==> src/abrw_pkg.sv <==
/*
  Shared constants for the host-side sequencer of an asynchronous 8K x 8 byte RAM port.
  Assumes one clock, mclk, at 20 MHz. All times are in ns for the faster speed grade.
*/
// How it works
// - Host holds the location through the write and 10 ns after it ends.
// - Host keeps strobe or selects inactive for recovery before the next cycle.
// - Host drives write data 50 ns before write end and 5 ns after.
// - Host keeps output enable inactive during writes to avoid bus contention.
// - Host holds the write strobe low at least 80 ns.
// - Host presents the location no later than the strobe fall, zero setup.
// - Host keeps the location valid 80 ns before the write strobe rises.
`default_nettype none

package abrw_pkg;

   // ----------------------------------------------------------------------
   // Geometry
   // ----------------------------------------------------------------------
   localparam int ADDR_W = 13;
   localparam int DATA_W = 8;
   localparam int DEPTH  = 8192;

   // ----------------------------------------------------------------------
   // Clock and timing (ns)
   // ----------------------------------------------------------------------
   localparam int CLK_PERIOD_NS      = 50;
   localparam int LOC_ACCESS_NS      = 100; // location_access_time
   localparam int SEL_ACCESS_NS      = 100; // select to output valid
   localparam int OE_ACCESS_NS       = 50;  // output_drive_access_time
   localparam int OE_FLOAT_NS        = 40;  // output enable high to float
   localparam int SEL_FLOAT_NS       = 50;  // select inactive to float
   localparam int STROBE_WIDTH_NS    = 80;  // write strobe low width
   localparam int LOC_TO_END_NS      = 80;  // location valid to write end
   localparam int DATA_SETUP_NS      = 50;  // write_data_setup
   localparam int DATA_HOLD_NS       = 5;   // write_data_hold
   localparam int LOC_HOLD_NS        = 10;  // location hold after write end
   localparam int WRITE_RECOVERY_NS  = 10;  // recovery before next cycle
   localparam int TIMER_W            = 8;

   // Least time to whole cycles, never below one
   function automatic int abrw_min_cycles(input int ns, input int period);
      int c;
      c = (ns + period - 1) / period;
      return (c < 1) ? 1 : c;
   endfunction

   function automatic int abrw_max2(input int a, input int b);
      return (a > b) ? a : b;
   endfunction

endpackage

`default_nettype wire

==> src/abrw_host_sequencer.sv <==
/*
  Host-side sequencer that reads and writes an asynchronous 8K x 8 byte RAM through
  its pins: location lines, two chip selects, output enable, write strobe, byte bus.
  Assumes the RAM sits on the board with the byte bus resolved outside from the enable;
  byte bus input is taken as synchronous to mclk. One command at a time.
*/
`timescale 1ns/1ps
`default_nettype none

module abrw_host_sequencer
   import abrw_pkg::*;
#(
   parameter int AW             = abrw_pkg::ADDR_W,
   parameter int DW             = abrw_pkg::DATA_W,
   parameter int PERIOD_NS      = abrw_pkg::CLK_PERIOD_NS,
   parameter int LOC_ACCESS     = abrw_pkg::LOC_ACCESS_NS,
   parameter int SEL_ACCESS     = abrw_pkg::SEL_ACCESS_NS,
   parameter int OE_ACCESS      = abrw_pkg::OE_ACCESS_NS,
   parameter int OE_FLOAT       = abrw_pkg::OE_FLOAT_NS,
   parameter int SEL_FLOAT      = abrw_pkg::SEL_FLOAT_NS,
   parameter int STROBE_WIDTH   = abrw_pkg::STROBE_WIDTH_NS,
   parameter int LOC_TO_END     = abrw_pkg::LOC_TO_END_NS,
   parameter int DATA_SETUP     = abrw_pkg::DATA_SETUP_NS,
   parameter int DATA_HOLD      = abrw_pkg::DATA_HOLD_NS,
   parameter int LOC_HOLD       = abrw_pkg::LOC_HOLD_NS,
   parameter int WRITE_RECOVERY = abrw_pkg::WRITE_RECOVERY_NS
) (
   input  wire logic          mclk,
   input  wire logic          reset_n,
   // User command side
   input  wire logic          cmd_valid,
   input  wire logic          cmd_write,
   input  wire logic [AW-1:0] cmd_addr,
   input  wire logic [DW-1:0] cmd_wdata,
   output logic               cmd_ready,
   output logic               rsp_valid,
   output logic [DW-1:0]      rsp_rdata,
   // RAM pin side
   output logic [AW-1:0]      location_lines,
   output logic               chip_select_low_active_n,
   output logic               chip_select_high_active,
   output logic               output_enable_n,
   output logic               write_strobe_n,
   input  wire logic [DW-1:0] byte_bus_i,
   output logic [DW-1:0]      byte_bus_o,
   output logic               byte_bus_oe
);

   // ----------------------------------------------------------------------
   // Derived cycle counts
   // ----------------------------------------------------------------------
   // Read waits for the latest of location, select and output enable access
   localparam int RD_CYC = abrw_max2(abrw_max2(abrw_min_cycles(LOC_ACCESS, PERIOD_NS),
                                               abrw_min_cycles(SEL_ACCESS, PERIOD_NS)),
                                     abrw_min_cycles(OE_ACCESS, PERIOD_NS));
   // Bus turnaround after a read before the host drives
   localparam int FL_CYC = abrw_max2(abrw_min_cycles(OE_FLOAT, PERIOD_NS),
                                     abrw_min_cycles(SEL_FLOAT, PERIOD_NS));
   // Strobe low time covers width, location-to-end and data setup
   localparam int WP_CYC = abrw_max2(abrw_max2(abrw_min_cycles(STROBE_WIDTH, PERIOD_NS),
                                               abrw_min_cycles(LOC_TO_END, PERIOD_NS)),
                                     abrw_min_cycles(DATA_SETUP, PERIOD_NS));
   // Hold location and data after the write ends
   localparam int WH_CYC = abrw_max2(abrw_min_cycles(LOC_HOLD, PERIOD_NS),
                                     abrw_min_cycles(DATA_HOLD, PERIOD_NS));
   localparam int RC_CYC = abrw_min_cycles(WRITE_RECOVERY, PERIOD_NS);

   localparam logic [TIMER_W-1:0] RD_LOAD = TIMER_W'(RD_CYC - 1);
   localparam logic [TIMER_W-1:0] FL_LOAD = TIMER_W'(FL_CYC - 1);
   localparam logic [TIMER_W-1:0] WP_LOAD = TIMER_W'(WP_CYC - 1);
   localparam logic [TIMER_W-1:0] WH_LOAD = TIMER_W'(WH_CYC - 1);
   localparam logic [TIMER_W-1:0] RC_LOAD = TIMER_W'(RC_CYC - 1);

   // ----------------------------------------------------------------------
   // Elaboration checks
   // ----------------------------------------------------------------------
   // Parameterised timing for either speed grade
   if (AW != ADDR_W || (1 << AW) != DEPTH) begin : g_bad_aw
      $error("location width must address exactly the byte array");
   end
   if (DW != DATA_W) begin : g_bad_dw
      $error("byte bus width must be eight");
   end
   if (PERIOD_NS < 1) begin : g_bad_period
      $error("clock period must be positive");
   end
   if (abrw_max2(abrw_max2(RD_CYC, WP_CYC), abrw_max2(FL_CYC, WH_CYC)) > (1 << TIMER_W)
       || RC_CYC > (1 << TIMER_W)) begin : g_bad_timer
      $error("a timing count does not fit the wait timer");
   end

   // ----------------------------------------------------------------------
   // State and timer
   // ----------------------------------------------------------------------
   typedef enum logic [2:0] {
      ABRW_IDLE,
      ABRW_RD_ACCESS,
      ABRW_RD_FLOAT,
      ABRW_WR_PULSE,
      ABRW_WR_HOLD,
      ABRW_RECOVER
   } abrw_state_t;

   abrw_state_t          state_reg;
   logic                 timer_load;
   logic [TIMER_W-1:0]   timer_value;
   logic                 timer_done;
   logic                 take_cmd;

   assign take_cmd = cmd_valid && cmd_ready && (state_reg == ABRW_IDLE);

   abrw_wait_timer #(
      .W          (TIMER_W)
   ) u_timer (
      .mclk       (mclk),
      .reset_n    (reset_n),
      .load       (timer_load),
      .load_value (timer_value),
      .done       (timer_done)
   );

   // Timer load on entry to every state but idle
   always_comb begin
      timer_load  = 1'b0;
      timer_value = '0;
      unique case (state_reg)
         ABRW_IDLE: begin
            timer_load  = take_cmd;
            timer_value = cmd_write ? WP_LOAD : RD_LOAD;
         end
         ABRW_RD_ACCESS: begin
            timer_load  = timer_done;
            timer_value = FL_LOAD;
         end
         ABRW_WR_PULSE: begin
            timer_load  = timer_done;
            timer_value = WH_LOAD;
         end
         ABRW_WR_HOLD: begin
            timer_load  = timer_done;
            timer_value = RC_LOAD;
         end
         ABRW_RD_FLOAT,
         ABRW_RECOVER: begin
            timer_load  = 1'b0;
            timer_value = '0;
         end
      endcase
   end

   // ----------------------------------------------------------------------
   // Sequence
   // ----------------------------------------------------------------------
   // State progression, one access at a time
   always_ff @(posedge mclk or negedge reset_n) begin
      if (!reset_n) begin
         state_reg <= ABRW_IDLE;
      end else begin
         unique case (state_reg)
            ABRW_IDLE: begin
               if (take_cmd) begin
                  state_reg <= cmd_write ? ABRW_WR_PULSE : ABRW_RD_ACCESS;
               end
            end
            ABRW_RD_ACCESS: if (timer_done) state_reg <= ABRW_RD_FLOAT;
            ABRW_RD_FLOAT:  if (timer_done) state_reg <= ABRW_IDLE;
            ABRW_WR_PULSE:  if (timer_done) state_reg <= ABRW_WR_HOLD;
            ABRW_WR_HOLD:   if (timer_done) state_reg <= ABRW_RECOVER;
            ABRW_RECOVER:   if (timer_done) state_reg <= ABRW_IDLE;
         endcase
      end
   end

   // Ready only while idle and not just leaving idle
   always_ff @(posedge mclk or negedge reset_n) begin
      if (!reset_n) begin
         cmd_ready <= 1'b0;
      end else if (take_cmd) begin
         cmd_ready <= 1'b0;
      end else begin
         cmd_ready <= (state_reg == ABRW_IDLE) ||
                      (timer_done && (state_reg == ABRW_RD_FLOAT ||
                                      state_reg == ABRW_RECOVER));
      end
   end

   // Location lines: set with the cycle start, held through write and hold
   always_ff @(posedge mclk or negedge reset_n) begin
      if (!reset_n) begin
         location_lines <= '0;
      end else if (take_cmd) begin
         location_lines <= cmd_addr;
      end
   end

   // Both selects active for the access, released at its end
   always_ff @(posedge mclk or negedge reset_n) begin
      if (!reset_n) begin
         chip_select_low_active_n <= 1'b1;
         chip_select_high_active  <= 1'b0;
      end else if (take_cmd) begin
         chip_select_low_active_n <= 1'b0;
         chip_select_high_active  <= 1'b1;
      end else if (timer_done && (state_reg == ABRW_RD_ACCESS ||
                                  state_reg == ABRW_WR_PULSE)) begin
         chip_select_low_active_n <= 1'b1; // Float or write hold follows
         chip_select_high_active  <= 1'b0;
      end
   end

   // Output enable only for reads, never during writes
   always_ff @(posedge mclk or negedge reset_n) begin
      if (!reset_n) begin
         output_enable_n <= 1'b1;
      end else if (take_cmd) begin
         output_enable_n <= cmd_write;
      end else if (timer_done && state_reg == ABRW_RD_ACCESS) begin
         output_enable_n <= 1'b1;
      end
   end

   // Strobe low with the selects; it rises on the same edge as the selects to end the write
   always_ff @(posedge mclk or negedge reset_n) begin
      if (!reset_n) begin
         write_strobe_n <= 1'b1;
      end else if (take_cmd) begin
         write_strobe_n <= !cmd_write; // Write when low read when high
      end else if (timer_done && state_reg == ABRW_WR_PULSE) begin
         write_strobe_n <= 1'b1;
      end
   end

   // Write data driven through the pulse and the hold time
   always_ff @(posedge mclk or negedge reset_n) begin
      if (!reset_n) begin
         byte_bus_o  <= '0;
         byte_bus_oe <= 1'b0;
      end else if (take_cmd && cmd_write) begin
         byte_bus_o  <= cmd_wdata;
         byte_bus_oe <= 1'b1;
      end else if (timer_done && state_reg == ABRW_WR_HOLD) begin
         byte_bus_oe <= 1'b0;
      end
   end

   // Sample read data once the slowest access has elapsed
   always_ff @(posedge mclk or negedge reset_n) begin
      if (!reset_n) begin
         rsp_valid <= 1'b0;
         rsp_rdata <= '0;
      end else begin
         rsp_valid <= timer_done && (state_reg == ABRW_RD_ACCESS);
         if (timer_done && state_reg == ABRW_RD_ACCESS) begin
            rsp_rdata <= byte_bus_i;
         end
      end
   end

endmodule

`default_nettype wire

==> src/abrw_wait_timer.sv <==
/*
  Down-counting wait timer for the byte RAM sequencer.
  Assumes the caller loads the count minus one on the cycle a wait begins.
*/
`timescale 1ns/1ps
`default_nettype none

module abrw_wait_timer #(
   parameter int W = 8
) (
   input  wire logic         mclk,
   input  wire logic         reset_n,
   input  wire logic         load,
   input  wire logic [W-1:0] load_value,
   output logic              done
);

   logic [W-1:0] count_reg;

   // Count down to zero and rest there
   always_ff @(posedge mclk or negedge reset_n) begin
      if (!reset_n) begin
         count_reg <= '0;
      end else if (load) begin
         count_reg <= load_value;
      end else if (count_reg != '0) begin
         count_reg <= count_reg - {{(W-1){1'b0}}, 1'b1};
      end
   end

   // Done once the count is spent; load is fed back from done, so not read here
   assign done = (count_reg == '0);

endmodule

`default_nettype wire

==> config.mk <==
export PLATFORM = sky130hd
export DESIGN_NAME = abrw_host_sequencer
export DESIGN_NICKNAME = d
export VERILOG_FILES = /design/src/abrw_pkg.sv /design/src/abrw_host_sequencer.sv /design/src/abrw_wait_timer.sv
export SDC_FILE = /design/constraint.sdc
export NUM_CORES = 1
export LEC_CHECK = 0
export BUFFER_PORTS_ARGS = -buffer_cell sky130_fd_sc_hd__buf_2
export CORE_MARGIN = 10
export CORE_UTILIZATION = 32
export DETAILED_ROUTE_END_ITERATION = 10
export SYNTH_ARGS = -nofsm -noshare
export SYNTH_HDL_FRONTEND = slang
export SYNTH_SLANG_ARGS = --single-unit
==> constraint.sdc <==
create_clock -name mclk -period 1.6 [get_ports mclk]
set_input_delay 0.16 -clock mclk [delete_from_list [all_inputs] [get_ports mclk]]
set_output_delay 0.16 -clock mclk [all_outputs]
set_load 0.1 [all_outputs]
After elaboration in Yosys (flattened, before gate mapping). Index checks and enable logic that the tools add are counted.

Bits in registers: 47. Input port bits: 33. Word-level logic and storage cells: 69.

Add/subtract/negate cells: 1. Equal/unequal tests: 10. Mux-type cells: 22. Reductions and logical operators: 24.

Operator list (number): $mux 8 (2); $pmux 8 s2 (1); $mux 3 (5); $pmux 3 s5 (1); $mux 1 (11); $reduce_bool 2->1 (5); $logic_and 1x1->1 (8); $logic_not 8->1 (1); $ne 2x2->1 const B (4); $reduce_bool 8->1 (1); $sub 8x1->8 const B (1); $eq 3x2->1 const B (2); $eq 3x3->1 const B (2); $reduce_and 5->1 (1); $reduce_or 5->1 (1); $eq 3x1->1 const B (1); $logic_not 3->1 (1); $logic_or 1x1->1 (3); $pmux 1 s3 (1); $reduce_or 3->1 (1); $mux 2 (1); $ne 2x1->1 const B (1); $reduce_or 2->1 (1); $logic_not 1->1 (1).

Longest topological paths before layout. Gate-level depths: netlist of the first run.

Depth in word-level cells: 5. Gate-level depth with buffers: 7. Mapped depth without buffers: 6.

Cells and area by module. From an unflattened synthesis of the first run, not the netlist that was laid out.

Cells, all modules: 164. Area, all modules: 2087.0 um^2.

By module, submodules not included: abrw_host_sequencer (times used 1, cells each 110, area an instance 1610.3 um^2); abrw_wait_timer (times used 1, cells each 54, area an instance 476.7 um^2).

Worst setup path before layout of the first run. OpenSTA, ideal clock, no wires.

Kind: register to register. Start point: register cmd_ready. End point: register byte_bus_o[0]. Setup time: 0.125 ns. Data arrival time: 1.982 ns. Required time: 1.475 ns. Setup slack: -0.508 ns. Stages on the path, launching flop included: 7. Period minus slack after synthesis: 2.108 ns. Path through: dfrtp_1 and3b_1 and2_1 buf_4 nand2_2 buf_6 mux2_4.

Word-level cells in the longest chain between the ends: 3.

RTL lines: start, declared (RTL line abrw_host_sequencer.sv:35) `output logic cmd_ready,`; start signal, assigned (RTL line abrw_host_sequencer.sv:181) `cmd_ready <= (state_reg == ABRW_IDLE) ||`; $logic_and 1x1->1 (2 in series) (RTL line abrw_host_sequencer.sv:110) `assign take_cmd = cmd_valid && cmd_ready && (state_reg == ABRW_IDLE);`; $logic_and 1x1->1 (RTL line abrw_host_sequencer.sv:238) `end else if (take_cmd && cmd_write) begin`; end signal, assigned (RTL line abrw_host_sequencer.sv:239) `byte_bus_o <= cmd_wdata;`; end, declared (RTL line abrw_host_sequencer.sv:45) `output logic [DW-1:0] byte_bus_o,`.

No other way between the ends. A chain may end at the register's enable or synchronous reset.

Final worst setup path of the first run.
Start point: register u_timer.count_reg[0]. End point: register u_timer.count_reg[0].

Word-level cells in the longest chain between the ends: 3.

RTL lines: start, declared (RTL line abrw_wait_timer.sv:18) `logic [W-1:0] count_reg;`; start signal, assigned (RTL line abrw_wait_timer.sv:25) `count_reg <= load_value;`; start signal, assigned (RTL line abrw_wait_timer.sv:27) `count_reg <= count_reg - {{(W-1){1'b0}}, 1'b1};`; $sub 8x1->8 / $logic_not 8->1 (equally long branches) (RTL line abrw_wait_timer.sv:27, abrw_wait_timer.sv:32); $mux 8 / $pmux 1 s3 (equally long branches) (RTL line abrw_wait_timer.sv:26, abrw_host_sequencer.sv:126); $mux 8 / $reduce_bool 2->1 (equally long branches).

Parallel ways exist; a longest one is shown, timed or not. The select of a mux whose other input is x is not followed.

==> impl_metrics.tcl, run 1 <==
set metrics [dict create \
    worstReg2RegStart "u_timer.count_reg[0]" \
    reg2regPathDepth 8 \
    slowest_stage "dfrtp_1" \
    dp_hpwl_um 4030 \
    cp_common_cell "buf_6" \
    relSlewSlack_pct 66.2 \
    dr.pass1.iters 4 \
    yosysWarnings 0 \
    required_ns 1.82 \
    gr-total-overflow 0 \
    period_minus_slack_ns 1.63 \
    synth_edf_count 0 \
    ant_nets 0 \
    async_flop_share_pct 100 \
    grt_setup_unrepaired "yes" \
    clk_pin_slew_ns 0.08 \
    antenna_cells 0 \
    post-route-period-util_pct 102 \
    die_area_mm2 0.0103 \
    ys_ff_latch 47 \
    drv_slew 0 \
    path_cells "inv_2, ha_4, nor4b_4, buf_6, buf_6, a32oi_1, or3_1, o21ai_1" \
    cp_max_fo 6 \
    crit_arrival_ns 1.85 \
    die_x_um 101 \
    ios 69 \
    ff2ff_setup_slack_ns -0.03 \
    drive_gt1_share_pct 49.7 \
    slowest_delay_ns 0.39 \
    hold_end "location_lines[4]" \
    area_growth_pct 38.1 \
    numCtsBuffers 5 \
    syn_nets 230 \
    hold_ws_ns 0.0476 \
    critPathTopFamily "simple AND/OR/NAND/NOR gates" \
    num_vias 1740 \
    die_h_um 101 \
    hold_viol_final 0 \
    setup_viol 15 \
    syn_area_mm2 0.00212 \
    fp.coreArea_mm2 0.00639 \
    drt_iter0_markers 72 \
    cts_root_buf "clkbuf_8" \
    hold_path_class "primary input to flip-flop" \
    ys_types 43 \
    critPathLaunchType "flip-flop" \
    violations "setup timing" \
    gp_congestion 0.765 \
    cts_max_path_buffers 2 \
    grt_max_degree 29 \
    rows 29 \
    drt-wirelength-per-cell_um 14.4 \
    min_from "cmd_addr[4]" \
    syn_inst 195 \
    cp-end-kind "flip-flop" \
    fmax_ghz 0.615 \
    hold_depth 3 \
    drc_errors 0 \
    numPortBuffers 68 \
    worst_pin_slew_ns 0.511 \
    fin_skew_ns 0.00584 \
    yosysSeqAreaShare_pct 55.6 \
    grt.total_usage_pct 10.5 \
    regMostFlops "location_lines" \
    nets 326 \
    grt_pass1_vias 1892 \
    vias_per_cell 4.72 \
    rr_endpoint "u_timer.count_reg[0]" \
    largest_register_ffs 13 \
    htree_levels 2 \
    insertion_delay_ns 0.30 \
    syn_area_per_cell_um2 10.9 \
    final_core_util_pct 45.9 \
    maxCapViolations 0 \
    grt_antenna_before_repair 0 \
    worst_slack_ns -0.0272 \
    routed_wl_um 5310 \
    synthFlopType "dfrtp_1" \
    cts_tree "built" \
    grt_first_pass_wirelength_um 8940 \
    worstPathBufferInverterCount 3 \
    crit_type "flip-flop to flip-flop" \
    initial_core_util_pct 33.2 \
    status "finished with violations" \
    clock_sinks 47 \
]
-- cell type report --
cell class,instances,area [µm²]
clock inverter,1,8.76
sequential,47,1180
inverter,5,18.8
tap,77,96.3
multi-input combinational,134,937
clock buffer,7,86.3
fill,635,3450
timing repair buffer,98,601
-- timing repair --
action,CTS,global route
pin swaps,1,0
setup endpoints to repair,25,25
setup buffers,1,1
gates resized for setup,13,8
hold buffers,1,0
hold endpoints to repair,9,0
-- cell usage after synthesis (2+ instances only) --
library cell	n	share of area, %
a211oi_1	2	0.71
buf_4	2	0.71
dfstp_2	3	3.7
nand2_1	53	9.4
nor3_1	2	0.47
mux2_2	9	4.8
o21ai_0	6	1.4
clkbuf_1	4	0.71
mux2_4	7	5.0
nor2_1	9	1.6
a21oi_1	5	1.2
and3b_1	2	0.83
mux2i_1	2	0.94
buf_2	2	0.47
o31ai_1	2	0.71
dfrtp_1	44	52
nand3_1	4	0.94
nor2b_1	2	0.59
a31oi_1	3	0.88
inv_1	5	0.88
or3_1	3	0.88
ha_1	2	1.2
a21boi_0	2	0.71
-- worst register-to-register path: cells and delay by family (launching register included) --
family / cells / cell delay, ns
compound gates: 2 / 0.15
fa+ha+maj: 1 / 0.14
buf+inv: 3 / 0.35
flops: 1 / 0.39
simple gates: 2 / 0.53
-- kinds of logic (layout without fill, tap and decap cells) --
family	after synthesis	in the layout	synth area share [%]
and+or+nand+nor	85	85	20.0
DFF	47	47	55.6
AOI/OAI and AO/OA	29	29	9.20
muxes	18	18	10.7
buffers and inverters	14	111	3.30
adders and majority gates	2	2	1.18
-- stage by stage --
step	worst slack, ns	instance area [µm²]	std cells	TNS (ns)
CTS	-0.0217	2900	368	-0.148
global route	-0.117	2930	369	-2.24
global placement	-0.0840	2740	358	-0.755
detailed placement	-0.148	2740	358	-1.41
finish	-0.0272	2930	369	-0.142
floorplan	-0.116	2140	195	-2.17
-- metal layers --
metal / GRT usage (%) / part of all wire, % / vias up
li1: - / - / 852
met3: 4.15 / 6.9 / 7
met2: 17.3 / 49 / 45
met1: 12.5 / 43 / 836
met5: 0 / 0 / -
met4: 2.89 / 1.0 / 0
-- how the worst max path moves through the flow --
stage               cells after the start                  from              endpoint
finish                                  8  u_timer.count_reg[0]  u_timer.count_reg[0]
floorplan                               6  u_timer.count_reg[0]  u_timer.count_reg[2]
global placement                        7  u_timer.count_reg[0]  u_timer.count_reg[1]
global route                            8  u_timer.count_reg[0]  u_timer.count_reg[0]
CTS                                     8  u_timer.count_reg[0]  u_timer.count_reg[0]
detailed placement                      7  u_timer.count_reg[1]          state_reg[1]
-- cells in the final DEF (no fill, tap or decap), drive strengths merged, types with 4 or more instances in the layout --
master and instances:
nand2 54, nand3 4, a21oi 5, dfrtp 44
nor2 9, inv 5, clkbuf 7, buf 97
o21ai 7, mux2 16
Power of run 1 is not shown: default switching activity piles up to over one toggle a cycle in this logic, so the estimate is an artifact.
==> run 2: changes to the inputs <==
Settings changed: HOLD_SLACK_MARGIN set to 0.06.
Clock period 1.6 ns to 2.1 ns, I/O delays scaled along.
==> run 2 against run 1 <==
Effect of this change:
- the flow now finishes without violations
- fmax shrank 16%
- hold slack gained 0.040 ns
- die area did not move
- wire length shrank 5.5%
- critical path depth shrank 1
- non-clock buffer count decreased by 19
- highest routed layer unchanged
==> impl_metrics.tcl, run 2 (synthesis results as in run 1) <==
set metrics [dict create \
    status "finished, final reports clean" \
    worstReg2RegStart "u_timer.count_reg[0]" \
    preCtsSetupSlack_ns 0.196 \
    fin_skew_ns 0.0107 \
    crit_arrival_ns 2.14 \
    min_from "cmd_addr[0]" \
    drive_gt1_share_pct 41.4 \
    dr.pass1.iters 4 \
    hold_viol_final 0 \
    grt_pass1_vias 1724 \
    hold_depth 3 \
    setup_viol 0 \
    placed_area_mm2 0.00258 \
    final_common_cell "buf_2" \
    reg2regPathDepth 7 \
    design_area_mm2 0.00273 \
    initial_core_util_pct 33.2 \
    worst_pin_slew_ns 0.785 \
    antenna_cells 0 \
    numCtsBuffers 5 \
    cts_tree "built" \
    dp_hpwl_um 3790 \
    hold_path_class "primary input to flip-flop" \
    cp_max_fo 5 \
    cp-end-kind "flip-flop" \
    worst_slack_ns 0.171 \
    required_ns 2.31 \
    setup_tns_ns 0 \
    hold_ws_ns 0.0878 \
    ff2ff_setup_slack_ns 0.17 \
    fp.coreArea_mm2 0.00639 \
    die_area_mm2 0.0103 \
    num_vias 1637 \
    gp_congestion 0.802 \
    maxCapViolations 0 \
    gr-total-overflow 0 \
    period_minus_slack_ns 1.93 \
    cts_max_path_buffers 2 \
    grt_max_degree 35 \
    nets 307 \
    grt_first_pass_wirelength_um 8170 \
    critPathLaunchType "flip-flop" \
    crit_type "flip-flop to flip-flop" \
    layout_common_cells "buf_2, nand2_1, dfrtp_1, buf_4" \
    die_h_um 101 \
    relSlewSlack_pct 47.7 \
    regMostFlops "location_lines" \
    drc_errors 0 \
    postCtsSetupBuffers 0 \
    die_x_um 101 \
    ios 69 \
    grt_setup_unrepaired "no" \
    vias_per_cell 4.68 \
    drt_iter0_markers 72 \
    numPortBuffers 68 \
    post-route-period-util_pct 91.9 \
    hold_end "location_lines[0]" \
    rows 29 \
    rr_endpoint "u_timer.count_reg[0]" \
    htree_levels 2 \
    clock_sinks 47 \
    cts_root_buf "clkbuf_8" \
    fmax_ghz 0.518 \
    clk_pin_slew_ns 0.09 \
    grt.total_usage_pct 9.76 \
    ant_nets 0 \
    area_growth_pct 28.7 \
    drv_slew 0 \
    drt-wirelength-per-cell_um 14.3 \
    largest_register_ffs 13 \
    insertion_delay_ns 0.30 \
    routed_wl_um 5010 \
    grt_antenna_before_repair 0 \
]
## run 2: cell count changes in the layout (fill, tap and decap cells not counted), sizes merged
cell / previous run / this run
bufinv: 0 / 2
clkinv: 1 / 0
buf: 97 / 78
clkbuf: 7 / 5
clkinvlp: 0 / 1
## run 2: final cells by class
class / count / area (µm²)
Timing Repair Buffer: 79 / 425
Inverter: 5 / 18.8
Multi-Input combinational cell: 134 / 872
Clock inverter: 3 / 67.6
Fill cell: 648 / 3660
Tap cell: 77 / 96.3
Sequential cell: 47 / 1180
Clock buffer: 5 / 68.8
## run 2: metrics by stage
stage	util, %	std cells
2_1_floorplan	-	195
3_3_place_gp	40.5	341
3_5_place_dp	40.5	341
4_1_cts	42.8	350
5_1_grt	42.8	350
6_report	42.8	350
## run 2: metal layers
| metal | GRT usage, % | routed length, µm |
|---|---|---|
| met1 | 11.5 | 2230 |
| met2 | 15.6 | 2370 |
| met3 | 3.95 | 337 |
| met4 | 3.54 | 70 |
| met5 | 0 | 0 |
## run 2: critical path, cell delays in order (launching register included)
cell and delay (ns):
dfrtp_1 0.44, inv_1 0.10, ha_1 0.19, nor4b_4 0.38, buf_4 0.20, a32oi_1 0.08, or3_1 0.35, o21ai_0 0.10
## run 2: worst max path at each step
stage | from | to | cells after the start | slack (ns)
6_report | u_timer.count_reg[0] | u_timer.count_reg[0] | 7 | 0.17
5_1_grt | u_timer.count_reg[0] | u_timer.count_reg[0] | 7 | 0.001
4_1_cts | u_timer.count_reg[0] | u_timer.count_reg[0] | 7 | 0.16
3_5_place_dp | u_timer.count_reg[0] | u_timer.count_reg[0] | 7 | 0.20
3_3_place_gp | u_timer.count_reg[0] | u_timer.count_reg[1] | 6 | 0.26
2_1_floorplan | cmd_ready | byte_bus_o[0] | 6 | 0.28
## run 2: timing repair
item,CTS,global route
hold endpoints to repair,29,0
endpoints found under the setup margin,0,4
hold buffers,1,0
gates resized for setup,0,1
Power of run 2 is left out for the same reason.
==> run 3: changes to the inputs <==
Settings changed: GPL_ROUTABILITY_DRIVEN set to 0, RECOVER_POWER set to 25.
==> run 3 against run 2 <==
Effect of this change:
- cell count unchanged
- fmax unchanged
- final area decreased by 0.14%
- non-clock buffer count unchanged
==> impl_metrics.tcl, run 3 (synthesis results as in run 1) <==
set metrics [dict create \
    num_vias 1640 \
    regArea_mm2 0.00118 \
    crit_arrival_ns 2.14 \
    period_minus_slack_ns 1.93 \
    initial_core_util_pct 33.2 \
    ios 69 \
    die_x_um 101 \
    drc_errors 0 \
    cts_max_path_buffers 2 \
    dr.pass1.iters 4 \
    regMostFlops "location_lines" \
    vias_per_cell 4.69 \
    postCtsSetupBuffers 0 \
    clock_sinks 47 \
    grt_max_degree 35 \
    grt_first_pass_wirelength_um 8170 \
    worstReg2RegStart "u_timer.count_reg[0]" \
    ff2ff_setup_slack_ns 0.17 \
    rr_endpoint "u_timer.count_reg[0]" \
    status "finished, final reports clean" \
    post-route-period-util_pct 91.9 \
    hold_end "location_lines[0]" \
    gr-total-overflow 0 \
    worst_pin_slew_ns 0.870 \
    fp.coreArea_mm2 0.00639 \
    setup_tns_ns 0 \
    drt_iter0_markers 72 \
    crit_type "flip-flop to flip-flop" \
    grt.total_usage_pct 9.76 \
    die_area_mm2 0.0103 \
    cp-end-kind "flip-flop" \
    layout_common_cells "buf_2, nand2_1, dfrtp_1" \
    fmax_ghz 0.518 \
    drt-wirelength-per-cell_um 14.3 \
    antenna_cells 0 \
    hold_path_class "primary input to flip-flop" \
    hold_depth 3 \
    cts_root_buf "clkbuf_8" \
    critPathLaunchType "flip-flop" \
    min_from "cmd_addr[0]" \
    dp_hpwl_um 3790 \
    relSlewSlack_pct 42.0 \
    largest_register_ffs 13 \
    grt_pass1_vias 1724 \
    setup_viol 0 \
    rows 29 \
    htree_levels 2 \
    numPortBuffers 68 \
    fin_skew_ns 0.0107 \
    numCtsBuffers 5 \
    nets 307 \
    area_growth_pct 28.5 \
    grt_setup_unrepaired "no" \
    hold_viol_final 0 \
    routed_wl_um 5010 \
    multi_input_area_um2 872 \
    insertion_delay_ns 0.30 \
    required_ns 2.31 \
    final_common_cell "buf_2" \
    cts_tree "built" \
    cp_max_fo 5 \
    final_core_util_pct 42.7 \
    ant_nets 0 \
    fillCellCount 647 \
    clk_pin_slew_ns 0.09 \
    maxCapViolations 0 \
    reg2regPathDepth 7 \
    die_h_um 101 \
    grt_antenna_before_repair 0 \
    drive_gt1_share_pct 41.0 \
    drv_slew 0 \
]
[run 3: cell types whose count changed in the layout (fill, tap and decap cells not counted), sizes merged]
cell / delta
clkbuf: +2
buf: -2
[run 3: final cells by class]
cell class | count | share of cell area [%]
clock buffer | 5 | 2.52
clock inverter | 3 | 2.48
inverter | 5 | 0.688
multi-input combinational | 134 | 32.0
sequential | 47 | 43.3
tap | 77 | 3.53
timing repair buffer | 79 | 15.5
[run 3: worst max-delay path by stage]
| stage | start | end | cells past startpoint |
|---|---|---|---|
| floorplan | cmd_ready | byte_bus_o[0] | 6 |
| global placement | u_timer.count_reg[0] | u_timer.count_reg[1] | 6 |
| detailed placement | u_timer.count_reg[0] | u_timer.count_reg[0] | 7 |
| CTS | u_timer.count_reg[0] | u_timer.count_reg[0] | 7 |
| global route | u_timer.count_reg[0] | u_timer.count_reg[0] | 7 |
| finish | u_timer.count_reg[0] | u_timer.count_reg[0] | 7 |
[run 3: critical path, cell delays in order, from the launching register on]
cell	delay, ns
dfrtp_1	0.44
inv_1	0.10
ha_1	0.19
nor4b_4	0.38
buf_4	0.20
a32oi_1	0.08
or3_1	0.35
o21ai_0	0.10
[run 3: per-layer routing]
metal	GRT usage, %	routed length [µm]	vias up	part of all wire, %
met3	3.95	337	6	6.7
met4	3.54	70	0	1.4
li1	-	-	817	-
met1	11.5	2230	780	44
met5	0	0	-	0
met2	15.6	2370	37	47
[run 3: timing repair]
action                     in CTS  in global routing
hold buffers                    1                  0
hold endpoints to repair       29                  0
resized for setup               0                  1
setup endpoints to repair       0                  4
[run 3: through the flow]
step	setup WS [ns]	cell area, µm²	cells	hold slack, ns
floorplan	0.278	2120	195	-0.0856
global placement	0.256	2580	341	0.338
detailed placement	0.196	2580	341	0.340
CTS	0.162	2730	350	0.0787
global route	0.000955	2730	350	0.0956
finish	0.171	2730	350	0.0878
Power of run 3 is left out for the same reason.
